File: src/core/sram_ctrl_pkg.sv
// package: pin groups, timing figures and cycle counts for the async sram controller
package sram_ctrl_pkg;

    // ------------------------------------------------------------
    // clock
    // ------------------------------------------------------------
    localparam int CLK_PERIOD_NS = 10;

    // ------------------------------------------------------------
    // timing figures in ns (-55 grade)
    // ------------------------------------------------------------
    localparam int READ_CYCLE_NS      = 55;
    localparam int CS_ACCESS_NS       = 55;
    localparam int OE_ACCESS_NS       = 35;
    localparam int DESELECT_FLOAT_NS  = 25;
    localparam int WRITE_CYCLE_NS     = 55;
    localparam int CS_TO_WEND_NS      = 50;
    localparam int ADDR_TO_WEND_NS    = 50;
    localparam int WRITE_PULSE_NS     = 45;
    localparam int DATA_TO_WEND_NS    = 25;
    localparam int BYTE_TO_WEND_NS    = 50;
    localparam int WRITE_FLOAT_NS     = 25;

    // least times round up to whole cycles, never below one
    function automatic int min_cycles(input int ns);
        int c;
        c = (ns + CLK_PERIOD_NS - 1) / CLK_PERIOD_NS;
        return (c < 1) ? 1 : c;
    endfunction

    function automatic int max_of(input int a, input int b);
        return (a > b) ? a : b;
    endfunction

    // ------------------------------------------------------------
    // cycle counts
    // ------------------------------------------------------------
    // read: worst of chip-select and output-enable access; access_done adds the sample cycle
    localparam int READ_ACCESS_CYC = max_of(min_cycles(CS_ACCESS_NS), min_cycles(OE_ACCESS_NS));
    localparam int READ_CYCLE_CYC  = min_cycles(READ_CYCLE_NS);
    // write strobe low time covers pulse, cs, address, byte and data setup
    localparam int WRITE_LOW_CYC   = max_of(max_of(min_cycles(WRITE_PULSE_NS), min_cycles(CS_TO_WEND_NS)),
                                            max_of(min_cycles(ADDR_TO_WEND_NS),
                                                   max_of(min_cycles(BYTE_TO_WEND_NS),
                                                          min_cycles(DATA_TO_WEND_NS))));
    localparam int WRITE_CYCLE_CYC = min_cycles(WRITE_CYCLE_NS);
    // bus turnaround idle after a read before the controller drives data
    localparam int TURN_CYC        = max_of(min_cycles(DESELECT_FLOAT_NS), min_cycles(WRITE_FLOAT_NS));

    localparam int ADDR_W = 17;
    localparam int DATA_W = 16;

    // ------------------------------------------------------------
    // user request and pin groups
    // ------------------------------------------------------------
    typedef struct packed {
        logic              write;
        logic [1:0]        lanes;   // bit0 low byte, bit1 high byte
        logic [ADDR_W-1:0] addr;
        logic [DATA_W-1:0] wdata;
    } req_type;

    typedef struct packed {
        logic              chip_select_n;
        logic              output_enable_n;
        logic              write_strobe_n;
        logic              low_byte_lane_enable_n;
        logic              high_byte_lane_enable_n;
        logic [ADDR_W-1:0] addr;
    } pins_type;

    localparam pins_type PINS_IDLE = '{1'b1, 1'b1, 1'b1, 1'b1, 1'b1, {ADDR_W{1'b0}}};

endpackage

File: src/core/sram_ctrl.sv
// async x16 sram controller: sequences read and write accesses on the pins
// Behaviour
// - write strobe stays high throughout every read access
// - read timing runs from last valid address to next address change
// - chip select held low at least 50 ns before write end
// - address stable 50 ns before write end, zero setup allowed
// - write data valid 25 ns before write end, zero hold
// - written byte enables asserted 50 ns before write end
// - address valid no later than chip select asserting in reads
// - controller avoids data bus contention on shared lines
// - write happens during overlap of chip select and write strobe
// - chip select or write strobe high whenever address changes
`timescale 1ns/1ps
`default_nettype none

module sram_ctrl
    import sram_ctrl_pkg::*;
(
    input  wire logic              ref_clk,
    input  wire logic              rstn,
    input  wire logic              req_valid,
    output logic                   req_ready,
    input  wire req_type           req,
    output logic                   rsp_valid,
    output logic [DATA_W-1:0]      rsp_rdata,
    output pins_type               pins,
    input  wire logic [DATA_W-1:0] data_lines_in,
    output logic [DATA_W-1:0]      data_lines_out,
    output logic [1:0]             data_lines_oe
);

    // ------------------------------------------------------------
    // state
    // ------------------------------------------------------------
    // gray codes along idle, setup, access, recover; turn sits off the main path
    typedef enum logic [2:0] {
        IDLE    = 3'b000,
        SETUP   = 3'b001,
        ACCESS  = 3'b011,
        RECOVER = 3'b010,
        TURN    = 3'b110
    } state_type;

    // one counter serves turnaround, strobe window and read access
    localparam int CNT_W = 8;

    state_type           state;
    logic [CNT_W-1:0]    count;
    logic                is_write;
    logic                was_read;
    logic [1:0]          lanes;
    logic [DATA_W-1:0]   sync1;
    logic [DATA_W-1:0]   sync2;
    logic                accept;

    // the counter must reach every end point; wider figures need a wider counter
    if (READ_ACCESS_CYC + 2 >= (1 << CNT_W) || WRITE_CYCLE_CYC + 2 >= (1 << CNT_W)
        || TURN_CYC + 2 >= (1 << CNT_W)) begin : g_count_check
        $error("sram_ctrl: timing counts exceed counter width");
    end

    // end of the strobe window: writes run the pulse length, reads the access time plus one sample cycle
    function automatic logic access_done(input logic wr, input logic [CNT_W-1:0] c);
        return wr ? (c == CNT_W'(WRITE_LOW_CYC - 1)) : (c == CNT_W'(READ_ACCESS_CYC));
    endfunction

    // a new request is taken only from idle, so accesses never overlap
    assign req_ready = (state == IDLE);
    assign accept    = req_valid && req_ready;

    // ------------------------------------------------------------
    // sequencer
    // ------------------------------------------------------------
    // address is set up at least one cycle before any strobe falls and held at least two cycles after
    // all strobes rise, so it never moves under a live select or strobe
    always_ff @(posedge ref_clk or negedge rstn) begin
        if (!rstn) begin
            state    <= IDLE;
            count    <= '0;
            is_write <= 1'b0;
            was_read <= 1'b0;
            lanes    <= 2'b00;
        end else begin
            unique case (state)
                IDLE: begin
                    if (accept) begin
                        is_write <= req.write;
                        lanes    <= req.lanes;
                        // a write right after a read waits for the memory to let go
                        state    <= (req.write && was_read) ? TURN : SETUP;
                        count    <= '0;
                    end
                end
                // turnaround covers the memory's worst float time after a read
                TURN: begin
                    if (count == CNT_W'(TURN_CYC - 1)) begin
                        state <= SETUP;
                        count <= '0;
                    end else begin
                        count <= count + 1'b1;
                    end
                end
                // address has had a full cycle to settle before select falls
                SETUP: begin
                    state <= ACCESS;
                    count <= '0;
                end
                ACCESS: begin
                    if (access_done(is_write, count)) begin
                        state <= RECOVER;
                        count <= '0;
                    end else begin
                        count <= count + 1'b1;
                    end
                end
                // strobes are already high; address stays put one more cycle
                RECOVER: begin
                    state    <= IDLE;
                    was_read <= !is_write;
                end
            endcase
        end
    end

    // ------------------------------------------------------------
    // pin drive
    // ------------------------------------------------------------
    // chip select and write strobe fall together, so the memory never turns its
    // outputs on during a write and the write spans exactly the strobe window
    always_ff @(posedge ref_clk or negedge rstn) begin
        if (!rstn) begin
            pins <= PINS_IDLE;
        end else begin
            if (accept) begin
                pins.addr <= req.addr;
            end
            if (state == SETUP) begin
                pins.chip_select_n           <= 1'b0;
                pins.output_enable_n         <= is_write;
                pins.write_strobe_n          <= !is_write;
                pins.low_byte_lane_enable_n  <= !lanes[0];
                pins.high_byte_lane_enable_n <= !lanes[1];
            end else if (state == ACCESS && access_done(is_write, count)) begin
                // strobe length covers pulse width and all setups to write end
                pins.chip_select_n           <= 1'b1;
                pins.output_enable_n         <= 1'b1;
                pins.write_strobe_n          <= 1'b1;
                pins.low_byte_lane_enable_n  <= 1'b1;
                pins.high_byte_lane_enable_n <= 1'b1;
            end
        end
    end

    // ------------------------------------------------------------
    // write data lanes
    // ------------------------------------------------------------
    // data is driven from access through recovery, giving zero-hold margin past write end
    always_ff @(posedge ref_clk or negedge rstn) begin
        if (!rstn) begin
            data_lines_out <= '0;
            data_lines_oe  <= 2'b00;
        end else begin
            if (accept && req.write) begin
                data_lines_out <= req.wdata;
            end
            if (state == SETUP && is_write) begin
                data_lines_oe <= lanes;
            end else if (state == RECOVER || state == IDLE) begin
                data_lines_oe <= 2'b00;
            end
        end
    end

    // ------------------------------------------------------------
    // read capture
    // ------------------------------------------------------------
    // data pins arrive from outside the clock domain, so two stages
    always_ff @(posedge ref_clk or negedge rstn) begin
        if (!rstn) begin
            sync1 <= '0;
            sync2 <= '0;
        end else begin
            sync1 <= data_lines_in;
            sync2 <= sync1;
        end
    end

    // taken in recovery: the two stages then show the pins as they stood 5 ns
    // past the chip-select access time; capturing one cycle sooner would see the pins
    // before select-to-data has run out when the address did not change
    always_ff @(posedge ref_clk or negedge rstn) begin
        if (!rstn) begin
            rsp_rdata <= '0;
            rsp_valid <= 1'b0;
        end else begin
            rsp_valid <= 1'b0;
            if (state == RECOVER && !is_write) begin
                // unselected lanes read as zero
                rsp_rdata <= sync2 & {{8{lanes[1]}}, {8{lanes[0]}}};
                rsp_valid <= 1'b1;
            end
        end
    end

endmodule

`default_nettype wire

File: config.mk
export PLATFORM = sky130hd
export DESIGN_NAME = sram_ctrl
export DESIGN_NICKNAME = d
export VERILOG_FILES = /design/src/core/sram_ctrl_pkg.sv /design/src/core/sram_ctrl.sv
export SDC_FILE = /design/constraint.sdc
export NUM_CORES = 1
export LEC_CHECK = 0
export ABC_AREA = 1
export BUFFER_PORTS_ARGS = -buffer_cell sky130_fd_sc_hd__buf_2
export CAP_MARGIN = 5
export CELL_PAD_IN_SITES_DETAIL_PLACEMENT = 0
export CELL_PAD_IN_SITES_GLOBAL_PLACEMENT = 2
export CORE_ASPECT_RATIO = 2
export CORE_MARGIN = 1.5
export CORE_UTILIZATION = 28
export DETAILED_ROUTE_END_ITERATION = 8
export GPL_TIMING_DRIVEN = 0
export PLACE_DENSITY = 0.74
export SYNTH_ARGS = -nofsm -noshare
export SYNTH_HDL_FRONTEND = slang
export SYNTH_SLANG_ARGS = --single-unit
File: constraint.sdc
create_clock -name ref_clk -period 1.45 [get_ports ref_clk]
set_clock_uncertainty 0.15 [all_clocks]
set_input_delay 0.2175 -clock ref_clk [delete_from_list [all_inputs] [get_ports ref_clk]]
set_output_delay 0.2175 -clock ref_clk [all_outputs]
set_load 0.01 [all_outputs]
Word-level counts from Yosys, hierarchy flattened
Cells that the tools add are included.

cells by class
  bitwise gates (word level) = 1
  equality and inequality tests = 10
  multiplexer cells = 15
  add/subtract/negate cells = 1
  reductions and logical operators = 17

operators with widths
  operator               count
  $pmux W8 S4            1
  $mux W8                3
  $and A16 B16 Y16       1
  $eq A8 B3 Y1 const B   2
  $pmux W3 S5            1
  $mux W3                4
  $mux W5                2
  $add A8 B1 Y8 const B  1
  $eq A8 B2 Y1 const B   1
  $eq A3 B2 Y1 const B   2
  $logic_and A1 B1 Y1    6
  $mux W2                2
  $ne A2 B2 Y1 const B   2
  $reduce_and A2 Y1      2
  $reduce_bool A2 Y1     2
  $reduce_bool A4 Y1     1
  $eq A3 B1 Y1 const B   1
  $eq A3 B3 Y1 const B   1
  $logic_not A1 Y1       3
  $logic_not A3 Y1       1
  $reduce_and A3 Y1      1
  $mux W1                2
  $ne A2 B1 Y1 const B   1
  $logic_or A1 B1 Y1     1

word-level totals
  bits in registers = 104
  output and inout port bits = 58
  word-level logic and storage cells = 61
  input port bits = 55

Longest topological paths before layout
  word-level depth = 5
  gate-level depth with buffers = 11
  gate-level depth less buffers = 9

Worst setup path before layout
OpenSTA, ideal clock, no wires.

  path kind = reg2reg
  start point = register state[2]
  end point = register data_lines_out[10]
  path buffers = 2
  data arrival time = 1218 ps
  library setup time = 116 ps
  data required time = 1184 ps
  clock period less this slack = 1484 ps
  stages on the path, launching flop included = 11
  path slack = -34 ps
  path through = dfrtp_1 > buf_6 > nor2_4 > nand2_2 > inv_2 > nand2_4 > inv_4 > nand2_4 > buf_4 > nand2_1 > nand2_1

between the ends
  cells in the longest elaborated chain, start to end = 3

RTL lines
  what                      line              RTL
  start: declaration        sram_ctrl.sv:47   state_type state;
  start signal: assignment  sram_ctrl.sv:90   state <= (req.write && was_read) ? TURN : SETUP;
  $logic_not A3 Y1          sram_ctrl.sv:68   assign req_ready = (state == IDLE);
  net req_ready             sram_ctrl.sv:22   output logic req_ready,
  $logic_and A1 B1 Y1       sram_ctrl.sv:69   assign accept = req_valid && req_ready;
  $logic_and A1 B1 Y1       sram_ctrl.sv:163  if (accept && req.write) begin
  end signal: assignment    sram_ctrl.sv:164  data_lines_out <= req.wdata;
  end: declaration          sram_ctrl.sv:28   output logic [DATA_W-1:0] data_lines_out,

The timed path passes the listed nets, and every way through them passes these cells.
A chain may end at the register's enable or synchronous reset.

Worst setup path in the final report
  start point = register state[2]
  end point = output req_ready

between the ends
  cells in the longest elaborated chain, start to end = 1

RTL lines
  what              line
  $logic_not A3 Y1  sram_ctrl.sv:68
  end: declaration  sram_ctrl.sv:22

No other way between the ends.

==> flow_summary.ini <==
[status]
status = finished, violations left
violations = setup timing

[synthesis]
synthFlopType = dfrtp_1
yosys.area_share.adder_pct = 0.628
syn_inst = 406
synth_nets = 463
synth-simple-area-share_pct = 26.5
synth_commonest_cells = nand2_1 (182), dfrtp_1 (99), nand3_1 (37)
synth_top_family_by_area = simple AND/OR/NAND/NOR gates
synth-xor-area-share_pct = 0
yosysWarnings = 0
ys_seq_area_share_pct = 65.4
synth_area_leader_cell = dfrtp_1
synth_top_area_share_pct = 62.1
synth_mux_area_share_pct = 0
synth-compound-area-share_pct = 3.04
synth_cell_types = 26
avgSynthCellArea_um2 = 9.82
synthesis.area_um2 = 3990
synth.area.top_cells = dfrtp_1 (62%), nand2_1 (17%), nand3_1 (4.6%), dfstp_2 (3.3%), inv_1 (1.8%)
synth-edff-count = 0
async_flop_share_pct = 100
synth-seq-cells = 104
synth_most_common_cell = nand2_1

[final_layout]
area_delta_synth_final_pct = 60.6
num_antenna_cells = 0
fin_util_pct = 46.1
layout.nets = 674
drive_above_1_share_pct = 46.6
n_fill_cell = 1382

[die]
chipWidth_um = 87.4
start_util_pct = 28.7
die_y_um = 172
rows = 61
core_area_um2 = 13900
dieArea_um2 = 15000
io-pin-count = 113

[critical_path]
end_kind = output port
path_class = flop to output port
ff2ff_setup_slack_ps = -80
worst_setup_path_start_kind = flop
crit_fanout = 4
startpoint = state[2]$_DFFE_PN0P_
r2r_end = data_lines_out[12]$_DFFE_PN0P_
required_ps = 1080
worst_r2r_path_depth = 10
arrival_ps = 1210
reg2reg_from = state[2]$_DFFE_PN0P_
endpoint = req_ready

[flow_run]
drv_cap = 0

[timing]
fin_ws_ps = -127
finalMaxSlewViolations = 0
fin_crit_ps = 1580
rsz0062_at_grt = yes
fmax_mhz = 634
slew_headroom_pct = 60.8
setup_viol = 52
tightest_slew_ps = 588
finalHoldViolations = 0
fin_crit_sh_pct = 109

[cts]
clock-sinks = 104
cts_buffers = 9
tritoncts = yes
clkTransAtPathRegs_ps = 70
cts.path.max_buffers = 2
htree_num_levels = 3
clockRootBuffer = clkbuf_16
insertion_delay_ps = 340

[detailed_routing]
wl_um = 11100
drcViolationCount = 0
wl_per_cell_um = 13.7
drtIter0Drc = 150
vias_per_cell = 4.26
num_vias = 3458
dr.pass1.iters = 4
drtAntennaViolNets = 0

[global_route]
grt_pass1_wl_um = 17100
antenna_found_initial = 0
grt_util_all_layers_pct = 15.2
gr-total-overflow = 0
grt_max_degree = 56
grt_pass1_vias = 3461

[placement]
dp_hpwl_um = 7320
place.port_buffers = 112
place.gp.congestion = 0.782
place_ws_ps = -313

[min_path]
hp-class = input pin to flop

[power_and_ir_drop]
powerDensity_nw_per_um2 = 1800
power.leakage_nw = 3.34
vdd_drop_max_v = 0.000724
[where the power goes]
part	switching, W	internal [W]
clock network	0.00115	0.00120
logic	0.00271	0.00213
registers	0.000557	0.00379
total	0.00441	0.00712
[cell families (layout without fill, tap and decap cells)]
family	count (synthesis)	count (layout)
AND/OR/NAND/NOR	246	246
flip-flops	104	104
buffers and inverters	36	252
adder cells (fa/ha/maj)	2	2
AO/OA/AOI/OAI	18	18
[worst min path at each step]
stage                     startpoint                   end  slack, ps  depth (start not counted)
floorplan                       rstn  count[0]$_DFFE_PN0P_       -230                          0
detailed placement  data_lines_in[2]    sync1[2]$_DFF_PN0_        180                          1
finish                     req_valid  state[1]$_DFFE_PN0P_        190                          3
global placement    data_lines_in[9]    sync1[9]$_DFF_PN0_        180                          1
global route               req_valid  state[1]$_DFFE_PN0P_        190                          3
CTS                        req_valid  lanes[1]$_DFFE_PN0P_        160                          5
[sequential cells by signal (all words and copies together) (netlist names), 2 cells and up]
| name | cells |
|---|---|
| pins | 22 |
| data_lines_out | 16 |
| rsp_rdata | 16 |
| sync1 | 16 |
| sync2 | 16 |
| count | 8 |
| state | 3 |
| data_lines_oe | 2 |
| lanes | 2 |
[per-stage QoR]
| stage | instance area, um^2 | cells | setup TNS [ps] | total power [W] | hold slack (ps) |
|---|---|---|---|---|---|
| floorplan | 3990 | 406 | -49.5 | 0.00645 | -228 |
| global placement | 4790 | 707 | -130480 | 0.00783 | 176 |
| detailed placement | 4820 | 708 | -12520 | 0.00792 | 177 |
| CTS | 6010 | 800 | -2820 | 0.0112 | 160 |
| global route | 6400 | 811 | -6360 | 0.0124 | 187 |
| finish | 6400 | 811 | -1970 | 0.0115 | 188 |
[layout make-up]
cell class	instances	area (um^2)	area share (%)
Clock buffer	9	225	3.52
Buffer	9	97.6	1.52
Sequential cell	104	2620	40.9
Tap cell	189	236	3.69
Multi-Input combinational cell	266	1560	24.3
Clock inverter	7	61.3	0.957
Timing Repair Buffer	201	1490	23.3
Inverter	26	118	1.84
[layout by cell type, fill, tap and decap left out, types with 3 or more instances in the layout]
| cell | count |
|---|---|
| o21ai_2 | 3 |
| nand2_2 | 50 |
| buf_8 | 5 |
| clkbuf_16 | 11 |
| inv_1 | 12 |
| o211ai_1 | 6 |
| o21ai_0 | 5 |
| nor2_2 | 5 |
| inv_2 | 10 |
| nor2_4 | 5 |
| nor2_1 | 6 |
| dfstp_2 | 5 |
| inv_8 | 4 |
| dfrtp_2 | 7 |
| dlygate4sd3_1 | 52 |
| buf_4 | 23 |
| buf_2 | 110 |
| nand2_1 | 115 |
| nand2_4 | 20 |
| dfrtp_1 | 92 |
| nand3_1 | 36 |
| buf_6 | 14 |
[worst max-delay path, cell delays in order, from the launching register on]
cell and delay [ps]:
dfrtp_2 450, nor2_4 130, nand2_4 90, inv_4 90
buf_6 100
[repair_timing]
item                       in CTS  in global routing
hold buffers                   52                  0
pin swaps                      24                 25
setup buffers                  22                 10
gates cloned                    2                  2
gates resized for setup        63                 93
hold endpoints to repair      105                  0
setup endpoints to repair      73                117
[per-layer routing]
layer	wire [um]	track usage [%]	up-vias
met3	330	2.88	15
met2	6500	28.3	83
met1	4020	16.3	1666
li1	-	-	1694
met4	240	6.21	0
met5	0	0	-
Power figures use the tool's default switching activity.
